===== src/design/pcs_pkg.sv =====
// pcs_pkg: shared constants for the program counter and return stack block.
// assumes an APB slave with 32-bit data; register offsets are byte addresses.
package pcs_pkg;
  localparam int PC_W = 15;
  localparam int SP_W = 5;
  localparam int DEPTH = 16;
  localparam int OPW = 11;
  // instruction-level operation codes from the decoder
  localparam logic [3:0] OP_FETCH = 4'h0;
  localparam logic [3:0] OP_CALL = 4'h1;
  localparam logic [3:0] OP_CCALL = 4'h2;
  localparam logic [3:0] OP_ABRANCH = 4'h3;
  localparam logic [3:0] OP_OBRANCH = 4'h4;
  localparam logic [3:0] OP_RET = 4'h5;
  localparam logic [3:0] OP_RETLIT = 4'h6;
  localparam logic [3:0] OP_RETINT = 4'h7;
  localparam logic [3:0] OP_INTVEC = 4'h8;
  localparam logic [3:0] OP_WRLOW = 4'h9;
  localparam logic [3:0] OP_HOLD = 4'hA;
  // bus address width: the stack registers sit at four times a twelve-bit index
  localparam int ADDR_W = 14;
  // register indices; the byte address is the index times four
  localparam logic [11:0] IDX_SP = 12'hFED;
  localparam logic [11:0] IDX_TOP_OF_STACK_LOW = 12'hFEE;
  localparam logic [11:0] IDX_TOP_OF_STACK_HIGH = 12'hFEF;
  localparam logic [13:0] ADDR_SP = {IDX_SP, 2'h0};
  localparam logic [13:0] ADDR_TOP_OF_STACK_LOW = {IDX_TOP_OF_STACK_LOW, 2'h0};
  localparam logic [13:0] ADDR_TOP_OF_STACK_HIGH = {IDX_TOP_OF_STACK_HIGH, 2'h0};
  localparam logic [13:0] ADDR_PCL = 14'h0000;
  localparam logic [13:0] ADDR_COUNTER_HIGH_LATCH = 14'h0004;
  localparam logic [13:0] ADDR_CTRL = 14'h0008;
  localparam logic [13:0] ADDR_STAT = 14'h000C;
  localparam logic [13:0] ADDR_MASK = 14'h0010;
  localparam logic [4:0] SP_RESET = 5'h1F;
  localparam logic [14:0] VECTOR = 15'h0004;
  // status bit positions
  localparam int ST_OVF = 0;
  localparam int ST_UNF = 1;
endpackage : pcs_pkg


===== src/design/pcs_core.sv =====
// pcs_core: program counter sequencing and hardware return stack.
// assumes the decoder issues one op per cycle on op_valid with its operands.
//
// Our own choice: the APB register port.
`timescale 1ns/1ps
// How it works
// the 15-bit counter low byte is a read/write register
// counter bits 14:8 are not accessible; they come from the high latch
// any reset clears the whole counter to zero
// writing the low byte also loads bits 14:8 from the high latch
// call loads bits 10:0 from operand and 14:11 from latch bits 6:3
// computed call loads low byte from accumulator, high bits from latch
// accumulator branch sets counter to next address plus unsigned accumulator
// operand branch sets counter to next address plus signed operand
// sixteen by fifteen-bit return stack outside program and data space
// calls and interrupt vectoring push; all three returns pop
// push and pop leave the high latch unchanged
// with fault reset off the stack wraps circularly
// overflow and underflow flags set whether or not fault reset is on
// five-bit stack pointer exposed with top-of-stack high and low
// push increments then stores; return restores then decrements
// with fault reset on, overflow or underflow resets and flags power control
// otherwise the counter advances by one per fetch
module pcs_core
  import pcs_pkg::*;
(
  // clock and reset
  input wire logic pclk,
  input wire logic presetn,
  // apb slave
  input wire logic psel,
  input wire logic penable,
  input wire logic pwrite,
  input wire logic [pcs_pkg::ADDR_W-1:0] paddr,
  input wire logic [31:0] pwdata,
  output logic [31:0] prdata,
  output logic pready,
  output logic pslverr,
  // decoder side
  input wire logic op_valid,
  input wire logic [3:0] op_code,
  input wire logic [pcs_pkg::OPW-1:0] op_operand,
  input wire logic [7:0] accum,
  input wire logic [7:0] low_wdata,
  input wire logic [pcs_pkg::PC_W-1:0] int_vector,
  // configuration strap and outputs
  input wire logic stack_fault_reset_en,
  output logic [pcs_pkg::PC_W-1:0] pc,
  output logic [pcs_pkg::PC_W-1:0] pop_pc,
  output logic stack_fault_reset,
  output logic stack_over_flag,
  output logic stack_under_flag,
  output logic irq
);
  import pcs_pkg::*;

  logic [7:0] counter_high_latch;
  logic [SP_W-1:0] stack_pointer_reg;
  logic [PC_W-1:0] tos_rdata;
  logic [1:0] status;
  logic [1:0] mask;
  logic irq_int;

  // apb decode
  wire setup = psel && !penable;
  wire wr = psel && penable && pwrite;
  wire rd_en = psel && !pwrite;
  wire hit_sp = (paddr == ADDR_SP);
  wire hit_top_of_stack_low = (paddr == ADDR_TOP_OF_STACK_LOW);
  wire hit_top_of_stack_high = (paddr == ADDR_TOP_OF_STACK_HIGH);
  wire hit_pcl = (paddr == ADDR_PCL);
  wire hit_lath = (paddr == ADDR_COUNTER_HIGH_LATCH);
  wire hit_ctrl = (paddr == ADDR_CTRL);
  wire hit_stat = (paddr == ADDR_STAT);
  wire hit_mask = (paddr == ADDR_MASK);
  wire mapped = hit_sp | hit_top_of_stack_low | hit_top_of_stack_high | hit_pcl | hit_lath | hit_ctrl | hit_stat | hit_mask;

  // op decode
  wire do_call = op_valid && (op_code == OP_CALL);
  wire do_ccall = op_valid && (op_code == OP_CCALL);
  wire do_int = op_valid && (op_code == OP_INTVEC);
  wire do_pop = op_valid && (op_code == OP_RET || op_code == OP_RETLIT || op_code == OP_RETINT);
  wire do_push = do_call | do_ccall | do_int;
  wire do_wrlow = op_valid && (op_code == OP_WRLOW);

  // pointer movement; the stored index is the low four bits, bit 4 marks empty
  wire [SP_W-1:0] sp_inc = stack_pointer_reg + 5'h01;
  wire [SP_W-1:0] sp_dec = stack_pointer_reg - 5'h01;
  wire overflow = do_push && (stack_pointer_reg == 5'h0F);
  wire underflow = do_pop && (stack_pointer_reg == SP_RESET);
  wire [SP_W-1:0] sp_push = (stack_pointer_reg == 5'h0F) ? 5'h00 : sp_inc;
  wire [SP_W-1:0] sp_pop = (stack_pointer_reg == 5'h00) ? SP_RESET : sp_dec;
  wire fault = stack_fault_reset_en && (overflow || underflow);

  // write port of the stack: push stores the address after the current one
  wire [PC_W-1:0] next_seq = pc + 15'h0001;
  wire [PC_W-1:0] push_val = next_seq; // calls and interrupts both resume after pc
  wire sw_tos_we = wr && (hit_top_of_stack_low || hit_top_of_stack_high);
  wire [PC_W-1:0] sw_tos_val = hit_top_of_stack_low ? {tos_rdata[14:8], pwdata[7:0]}
                                        : {pwdata[6:0], tos_rdata[7:0]};
  wire stk_we = (do_push && !fault) || sw_tos_we;
  wire [3:0] stk_waddr = do_push ? sp_push[3:0] : stack_pointer_reg[3:0];
  wire [PC_W-1:0] stk_wdata = do_push ? push_val : sw_tos_val;

  pcs_stack #(.DEPTH(DEPTH), .W(PC_W)) u_stack (
    .pclk(pclk),
    .presetn(presetn),
    .we(stk_we),
    .waddr(stk_waddr),
    .wdata(stk_wdata),
    .raddr(stack_pointer_reg[3:0]),
    .rdata(tos_rdata)
  );

  // top of stack reads zero when empty and fault reset is on
  wire tos_zero = stack_fault_reset_en && stack_pointer_reg[4];
  wire [PC_W-1:0] tos_view = tos_zero ? '0 : tos_rdata;

  // next program counter selection
  wire [PC_W-1:0] abr_target = next_seq + {7'h00, accum};
  wire [PC_W-1:0] obr_target = next_seq + {{6{op_operand[8]}}, op_operand[8:0]};
  wire [PC_W-1:0] call_target = {counter_high_latch[6:3], op_operand};
  wire [PC_W-1:0] ccall_target = {counter_high_latch[6:0], accum};
  wire [PC_W-1:0] wrlow_target = {counter_high_latch[6:0], low_wdata};
  wire [PC_W-1:0] swlow_target = {counter_high_latch[6:0], pwdata[7:0]};
  logic [PC_W-1:0] next_pc;
  always_comb begin
    next_pc = pc;
    if (wr && hit_pcl) next_pc = swlow_target;
    else if (op_valid) begin
      unique case (op_code)
        OP_FETCH: next_pc = next_seq;
        OP_CALL: next_pc = call_target;
        OP_CCALL: next_pc = ccall_target;
        OP_ABRANCH: next_pc = abr_target;
        OP_OBRANCH: next_pc = obr_target;
        OP_RET, OP_RETLIT, OP_RETINT: next_pc = tos_view;
        OP_INTVEC: next_pc = int_vector;
        OP_WRLOW: next_pc = wrlow_target;
        default: next_pc = pc;
      endcase
    end
  end

  // next stack pointer: software write, push or pop
  logic [SP_W-1:0] next_sp;
  always_comb begin
    next_sp = stack_pointer_reg;
    if (wr && hit_sp) next_sp = pwdata[SP_W-1:0];
    else if (do_push) next_sp = sp_push;
    else if (do_pop) next_sp = sp_pop;
  end

  // counter and pointer; a fault forces the reset image instead
  always_ff @(posedge pclk or negedge presetn) begin
    if (!presetn) begin
      pc <= '0;
      stack_pointer_reg <= SP_RESET;
      stack_fault_reset <= 1'b0;
    end else if (fault) begin
      pc <= '0;
      stack_pointer_reg <= SP_RESET;
      stack_fault_reset <= 1'b1;
    end else begin
      pc <= next_pc;
      stack_pointer_reg <= next_sp;
      stack_fault_reset <= 1'b0;
    end
  end

  // high latch is software-only; stack traffic never touches it
  always_ff @(posedge pclk or negedge presetn) begin
    if (!presetn) begin
      counter_high_latch <= 8'h00;
    end else if (wr && hit_lath) begin
      counter_high_latch <= {1'b0, pwdata[6:0]};
    end
  end

  // returned address for the decoder, registered
  always_ff @(posedge pclk or negedge presetn) begin
    if (!presetn) pop_pc <= '0;
    else if (do_pop) pop_pc <= tos_view;
  end

  // sticky flags in the power control image; write one clears, set wins
  pcs_irq #(.N(2)) u_irq (
    .pclk(pclk),
    .presetn(presetn),
    .event_in({underflow, overflow}),
    .clear((wr && hit_stat) ? pwdata[1:0] : 2'b00),
    .mask_wdata(pwdata[1:0]),
    .mask_we(wr && hit_mask),
    .status(status),
    .mask(mask),
    .irq(irq_int)
  );
  assign stack_over_flag = status[ST_OVF];
  assign stack_under_flag = status[ST_UNF];
  assign irq = irq_int;

  // read mux; the high counter bits have no read path
  logic [31:0] rmux;
  always_comb begin
    rmux = 32'h0000_0000;
    if (hit_sp) rmux = {27'h0, stack_pointer_reg};
    else if (hit_top_of_stack_low) rmux = {24'h0, tos_view[7:0]};
    else if (hit_top_of_stack_high) rmux = {25'h0, tos_view[14:8]};
    else if (hit_pcl) rmux = {24'h0, pc[7:0]};
    else if (hit_lath) rmux = {24'h0, counter_high_latch};
    else if (hit_ctrl) rmux = {31'h0, stack_fault_reset_en};
    else if (hit_stat) rmux = {30'h0, status};
    else if (hit_mask) rmux = {30'h0, mask};
  end

  // apb answers in the access cycle after setup (no wait states)
  always_ff @(posedge pclk or negedge presetn) begin
    if (!presetn) begin
      prdata <= 32'h0000_0000;
      pready <= 1'b0;
      pslverr <= 1'b0;
    end else begin
      pready <= setup;
      pslverr <= setup && !mapped;
      prdata <= (setup && rd_en) ? rmux : 32'h0000_0000;
    end
  end
endmodule : pcs_core


===== src/design/pcs_stack.sv =====
// pcs_stack: sixteen-entry return address storage in flip-flops.
// assumes the controller gives the index; a read in a write cycle returns the old entry.
`timescale 1ns/1ps
module pcs_stack #(
  parameter int DEPTH = 16,
  parameter int W = 15
) (
  // clock and reset
  input wire logic pclk,
  input wire logic presetn,
  // write port
  input wire logic we,
  input wire logic [$clog2(DEPTH)-1:0] waddr,
  input wire logic [W-1:0] wdata,
  // read port
  input wire logic [$clog2(DEPTH)-1:0] raddr,
  output logic [W-1:0] rdata
);
  logic [W-1:0] mem [DEPTH];
  // storage clears on reset so reads of unused slots are defined
  always_ff @(posedge pclk or negedge presetn) begin
    if (!presetn) begin
      for (int i = 0; i < DEPTH; i++) mem[i] <= '0;
    end else if (we) begin
      mem[waddr] <= wdata;
    end
  end
  assign rdata = mem[raddr];
endmodule : pcs_stack


===== src/design/pcs_irq.sv =====
// pcs_irq: sticky event bits with mask and a level interrupt output.
// assumes one-cycle event pulses; write-one clears, a new event wins.
`timescale 1ns/1ps
module pcs_irq #(
  parameter int N = 2
) (
  // clock and reset
  input wire logic pclk,
  input wire logic presetn,
  // events and software access
  input wire logic [N-1:0] event_in,
  input wire logic [N-1:0] clear,
  input wire logic [N-1:0] mask_wdata,
  input wire logic mask_we,
  // state
  output logic [N-1:0] status,
  output logic [N-1:0] mask,
  output logic irq
);
  wire [N-1:0] next_status = (status & ~clear) | event_in;
  // set beats clear so no event is lost in a clearing cycle
  always_ff @(posedge pclk or negedge presetn) begin
    if (!presetn) begin
      status <= '0;
      mask <= '0;
      irq <= 1'b0;
    end else begin
      status <= next_status;
      if (mask_we) mask <= mask_wdata;
      irq <= |(next_status & (mask_we ? mask_wdata : mask));
    end
  end
endmodule : pcs_irq


===== config.mk =====
export PLATFORM = sky130hd
export DESIGN_NAME = pcs_core
export DESIGN_NICKNAME = d
export VERILOG_FILES = /design/src/design/pcs_pkg.sv /design/src/design/pcs_core.sv /design/src/design/pcs_stack.sv /design/src/design/pcs_irq.sv
export SDC_FILE = /design/constraint.sdc
export NUM_CORES = 1
export LEC_CHECK = 0
export BUFFER_PORTS_ARGS = -buffer_cell sky130_fd_sc_hd__buf_2
export CAP_MARGIN = 25
export CELL_PAD_IN_SITES_DETAIL_PLACEMENT = 1
export CELL_PAD_IN_SITES_GLOBAL_PLACEMENT = 2
export CORE_UTILIZATION = 30
export CTS_CLUSTER_SIZE = 12
export DETAILED_ROUTE_END_ITERATION = 10
export PLACE_DENSITY = 0.66
export REMOVE_ABC_BUFFERS = 1
export SYNTH_ARGS = -nofsm -noshare
export SYNTH_HDL_FRONTEND = slang
export SYNTH_SLANG_ARGS = --single-unit

===== constraint.sdc =====
create_clock -name pclk -period 2.81 [get_ports pclk]
set_input_delay 0.562 -clock pclk [delete_from_list [all_inputs] [get_ports pclk]]
set_output_delay 0.562 -clock pclk [all_outputs]
set_load 0.05 [all_outputs]

==> metrics.log <==
INFO  metric run_status = finished, violations left
INFO  metric failing_checks = setup timing
INFO  metric crit_family = multiplexers
INFO  metric finish.net_count = 1821
INFO  metric crit_chain = buf_12 > clkbuf_16 > buf_4 > mux4_2 > mux4_2 > nand2_1 > a31oi_1 > buf_12 > mux2_4
INFO  metric synthXorXnorAreaFrac = 1.281%
INFO  metric grt_max_degree = 93
INFO  metric drt_iter0_markers = 772
INFO  metric largest_register = u_stack.mem
INFO  metric drt-pass1-iter-count = 5
INFO  metric setup_viol = 256
INFO  metric worstSetupStartpointType = flop
INFO  metric power.density_cell_area = 892.0 nW/um^2
INFO  metric fin_setup_tns = -29.72 ns
INFO  metric synthesis.instances = 1330
INFO  metric setup_slack = -0.1942 ns
INFO  metric port_buffer_cells = 118
INFO  metric synth_area = 16410 um^2
INFO  metric timing.max_cap.violations = 0
INFO  metric worstSkewPairLatency = 0.56 ns
INFO  metric timing_hold_violations_final = 0
INFO  metric synth_top_cells_by_area = sky130_fd_sc_hd__dfrtp_1 (45%), sky130_fd_sc_hd__mux2_2 (17%), sky130_fd_sc_hd__mux4_2 (10%)
INFO  metric root_buffer = sky130_fd_sc_hd__clkbuf_16
INFO  metric max-clock-path-buffers = 3
INFO  metric timing.final.crit_period = 3.004 ns
INFO  metric timing.critical_path.buf_inv = 4
INFO  metric vias_in_the_first_global_route = 13770
INFO  metric peak_supply_drop = 0.4559 mV
INFO  metric period_share = 106.9%
INFO  metric worstPathMaxFanout = 16
INFO  metric synth-compound-area-share = 9.761%
INFO  metric fp.coreArea = 53920 um^2
INFO  metric syn2layout_area_growth = 35.52%
INFO  metric hold_bufs_inserted_after_cts = 0
INFO  metric ys.warnings.count = 0
INFO  metric worst_setup_path_end_kind = flop
INFO  metric timing.critical_path.required = 3.25 ns
INFO  metric avg_vias_per_cell = 5.383
INFO  metric rows = 85
INFO  metric max_slew.worst_pin.slew = 0.7610 ns
INFO  metric clk_pin_slew = 0.06 ns
INFO  metric antenna_found_initial = 0
INFO  metric grt_usage = 21.45%
INFO  metric seq_total_area_yosys = 45.49%
INFO  metric achievable-frequency = 332.9 MHz
INFO  metric dieHeight = 235.9 um
INFO  metric largest_register_ffs = 240
INFO  metric post_drt_wl_per_cell = 25.03 um
INFO  metric total_power = 19830 uW
INFO  metric die_outline_area = 55630 um^2
INFO  metric io-pin-count = 167
INFO  metric yosys.area_share.simple = 8.037%
INFO  metric max-slew-margin-rel = 49.27%
INFO  metric synthTopCellsByCount = sky130_fd_sc_hd__dfrtp_1 (293), sky130_fd_sc_hd__mux2_2 (241), sky130_fd_sc_hd__nand2_1 (96)
INFO  metric yosysUniqueCellTypes = 80
INFO  metric place.gp.congestion = 0.9250
INFO  metric cpPeakStageDelay = 0.70 ns
INFO  metric remaining_overflow_grt = 0
INFO  metric synthArstFlopShare = 100.0%
INFO  metric grt_setup_unrepaired = true
INFO  metric cts.sink_count = 298
INFO  metric routed_wl = 60780 um
INFO  metric hpwl = 42920 um
INFO  metric synth-adder-area-share = 1.418%
INFO  metric synth_largest_area_cell = sky130_fd_sc_hd__dfrtp_1
INFO  metric cts_buffers = 36
INFO  metric synth_area_per_cell = 12.34 um^2
INFO  metric drive_above_1_share = 53.15%
INFO  metric place_worst_setup_slack = -1.037 ns
INFO  metric whs = 0.02049 ns
INFO  metric width_of_the_die = 235.9 um
INFO  metric synth-seq-cells = 298
INFO  metric critical_path_class = reg -> reg
INFO  metric final_antenna_net_count = 0
INFO  metric drv_slew = 0
INFO  metric synth.top_cell.area_share = 44.69%
INFO  metric largest_family_of_logic_cells_by_synthesized_area = multiplexers
INFO  metric htreeDepth = 2
INFO  metric dpl.cell_count = 2303
INFO  metric global_route_wire_length_before_repair = 89730 um
INFO  metric crit_path_top_delay_cell = sky130_fd_sc_hd__dfstp_4
INFO  metric dominantRegCellSynth = sky130_fd_sc_hd__dfrtp_1
INFO  metric initial_core_util = 30.43%
INFO  metric synthMostInstantiatedCell = sky130_fd_sc_hd__dfrtp_1
INFO  metric power_leakage = 0.01046 uW
INFO  metric drc = 0
INFO  metric num_vias = 13070
INFO  metric synth_edf_count = 0
INFO  metric timing.critical_path.arrival = 3.44 ns
INFO  metric layout.cells.non_filler = 2428
INFO  metric skew = 0.02118 ns
INFO  metric cts_tree = done
INFO  metric hold_path_class = in -> async
INFO  metric reg.largest.list = u_stack.mem (240), pc (15), pop_pc (15)
INFO  metric synthMuxAreaShare = 29.53%
==> per-stage QoR <==
step,cell area (um^2),util (%)
after floorplan,15850,-
after CTS,21450,39.79
final,22240,41.24
after global placement,19630,36.41
after detailed placement,19630,36.41
after global routing,22230,41.23
==> kinds of logic after synthesis <==
group / after synthesis
muxes: 351
DFF: 298
AOI/OAI and AO/OA: 224
xor gates and xnor gates: 24
other: 1
and+or+nand+nor: 278
buffers and inverters: 136
adders and majority gates: 18
==> placed cells by master (no fill, tap or decap), types with 7 or more instances in the layout <==
| master | count |
|---|---|
| sky130_fd_sc_hd__dfrtp_1 | 293 |
| sky130_fd_sc_hd__buf_4 | 236 |
| sky130_fd_sc_hd__mux2_2 | 210 |
| sky130_fd_sc_hd__buf_2 | 117 |
| sky130_fd_sc_hd__nand2_1 | 90 |
| sky130_fd_sc_hd__mux4_2 | 74 |
| sky130_fd_sc_hd__nor2_1 | 60 |
| sky130_fd_sc_hd__mux2_4 | 52 |
| sky130_fd_sc_hd__buf_12 | 42 |
| sky130_fd_sc_hd__clkbuf_16 | 39 |
| sky130_fd_sc_hd__a21oi_1 | 33 |
| sky130_fd_sc_hd__o21ai_0 | 32 |
| sky130_fd_sc_hd__conb_1 | 24 |
| sky130_fd_sc_hd__inv_1 | 21 |
| sky130_fd_sc_hd__buf_6 | 21 |
| sky130_fd_sc_hd__nand3_1 | 18 |
| sky130_fd_sc_hd__nor3_1 | 18 |
| sky130_fd_sc_hd__mux2i_1 | 15 |
| sky130_fd_sc_hd__a22o_1 | 14 |
| sky130_fd_sc_hd__a22oi_1 | 13 |
| sky130_fd_sc_hd__a31oi_1 | 12 |
| sky130_fd_sc_hd__clkbuf_8 | 12 |
| sky130_fd_sc_hd__ha_1 | 11 |
| sky130_fd_sc_hd__nor2_2 | 10 |
| sky130_fd_sc_hd__a221oi_1 | 10 |
| sky130_fd_sc_hd__xor2_1 | 9 |
| sky130_fd_sc_hd__nor4_1 | 9 |
| sky130_fd_sc_hd__nor2b_1 | 9 |
| sky130_fd_sc_hd__o221ai_1 | 9 |
| sky130_fd_sc_hd__and3_1 | 8 |
| sky130_fd_sc_hd__o22ai_1 | 8 |
| sky130_fd_sc_hd__clkbuf_1 | 8 |
| sky130_fd_sc_hd__nand2_2 | 7 |
| sky130_fd_sc_hd__o21a_1 | 7 |
==> power by group <==
part	switching, uW	internal [uW]
clock network	1960	2950
logic	4180	4520
registers	780	5450
total	6920	12900
==> metal layers <==
layer,global-route usage [%],wire (um),vias to the layer above
met5,0,0,-
met4,7.764,1793,0
met3,4.190,3286,88
met2,34.19,28680,391
met1,28.89,27020,6884
li1,-,-,5706
==> final cells by class <==
cell class	count	area (um^2)
Timing Repair Buffer	423	3585
Inverter	24	90.09
Sequential cell	298	7467
Tap cell	696	870.8
Antenna cell	1	2.502
Multi-Input combinational cell	921	8962
Clock buffer	57	1121
Clock inverter	8	137.6
Fill cell	5696	31680
==> path summary, 6_finish.rpt <==
check,from,endpoint,slack (ns),cells after the start
min in group pclk,penable,pready,0.24,2
worst max-delay path,stack_pointer_reg[0],u_stack.mem[67],-0.19,9
worst min register to register,pop_pc[4],pop_pc[4],0.48,2
worst min-delay path,presetn,u_stack.mem[160],0.02,1
max in group asynchronous,presetn,stack_pointer_reg[4],1.86,2
worst max register to register,stack_pointer_reg[0],u_stack.mem[67],-0.19,9
==> what timing repair did <==
action	CTS	global route
buffers inserted	20	32
pin swaps	18	36
cloned	2	6
endpoints found under the setup margin	252	259
gates resized for setup	69	104
Note: power is estimated with default switching activity, not from simulation.
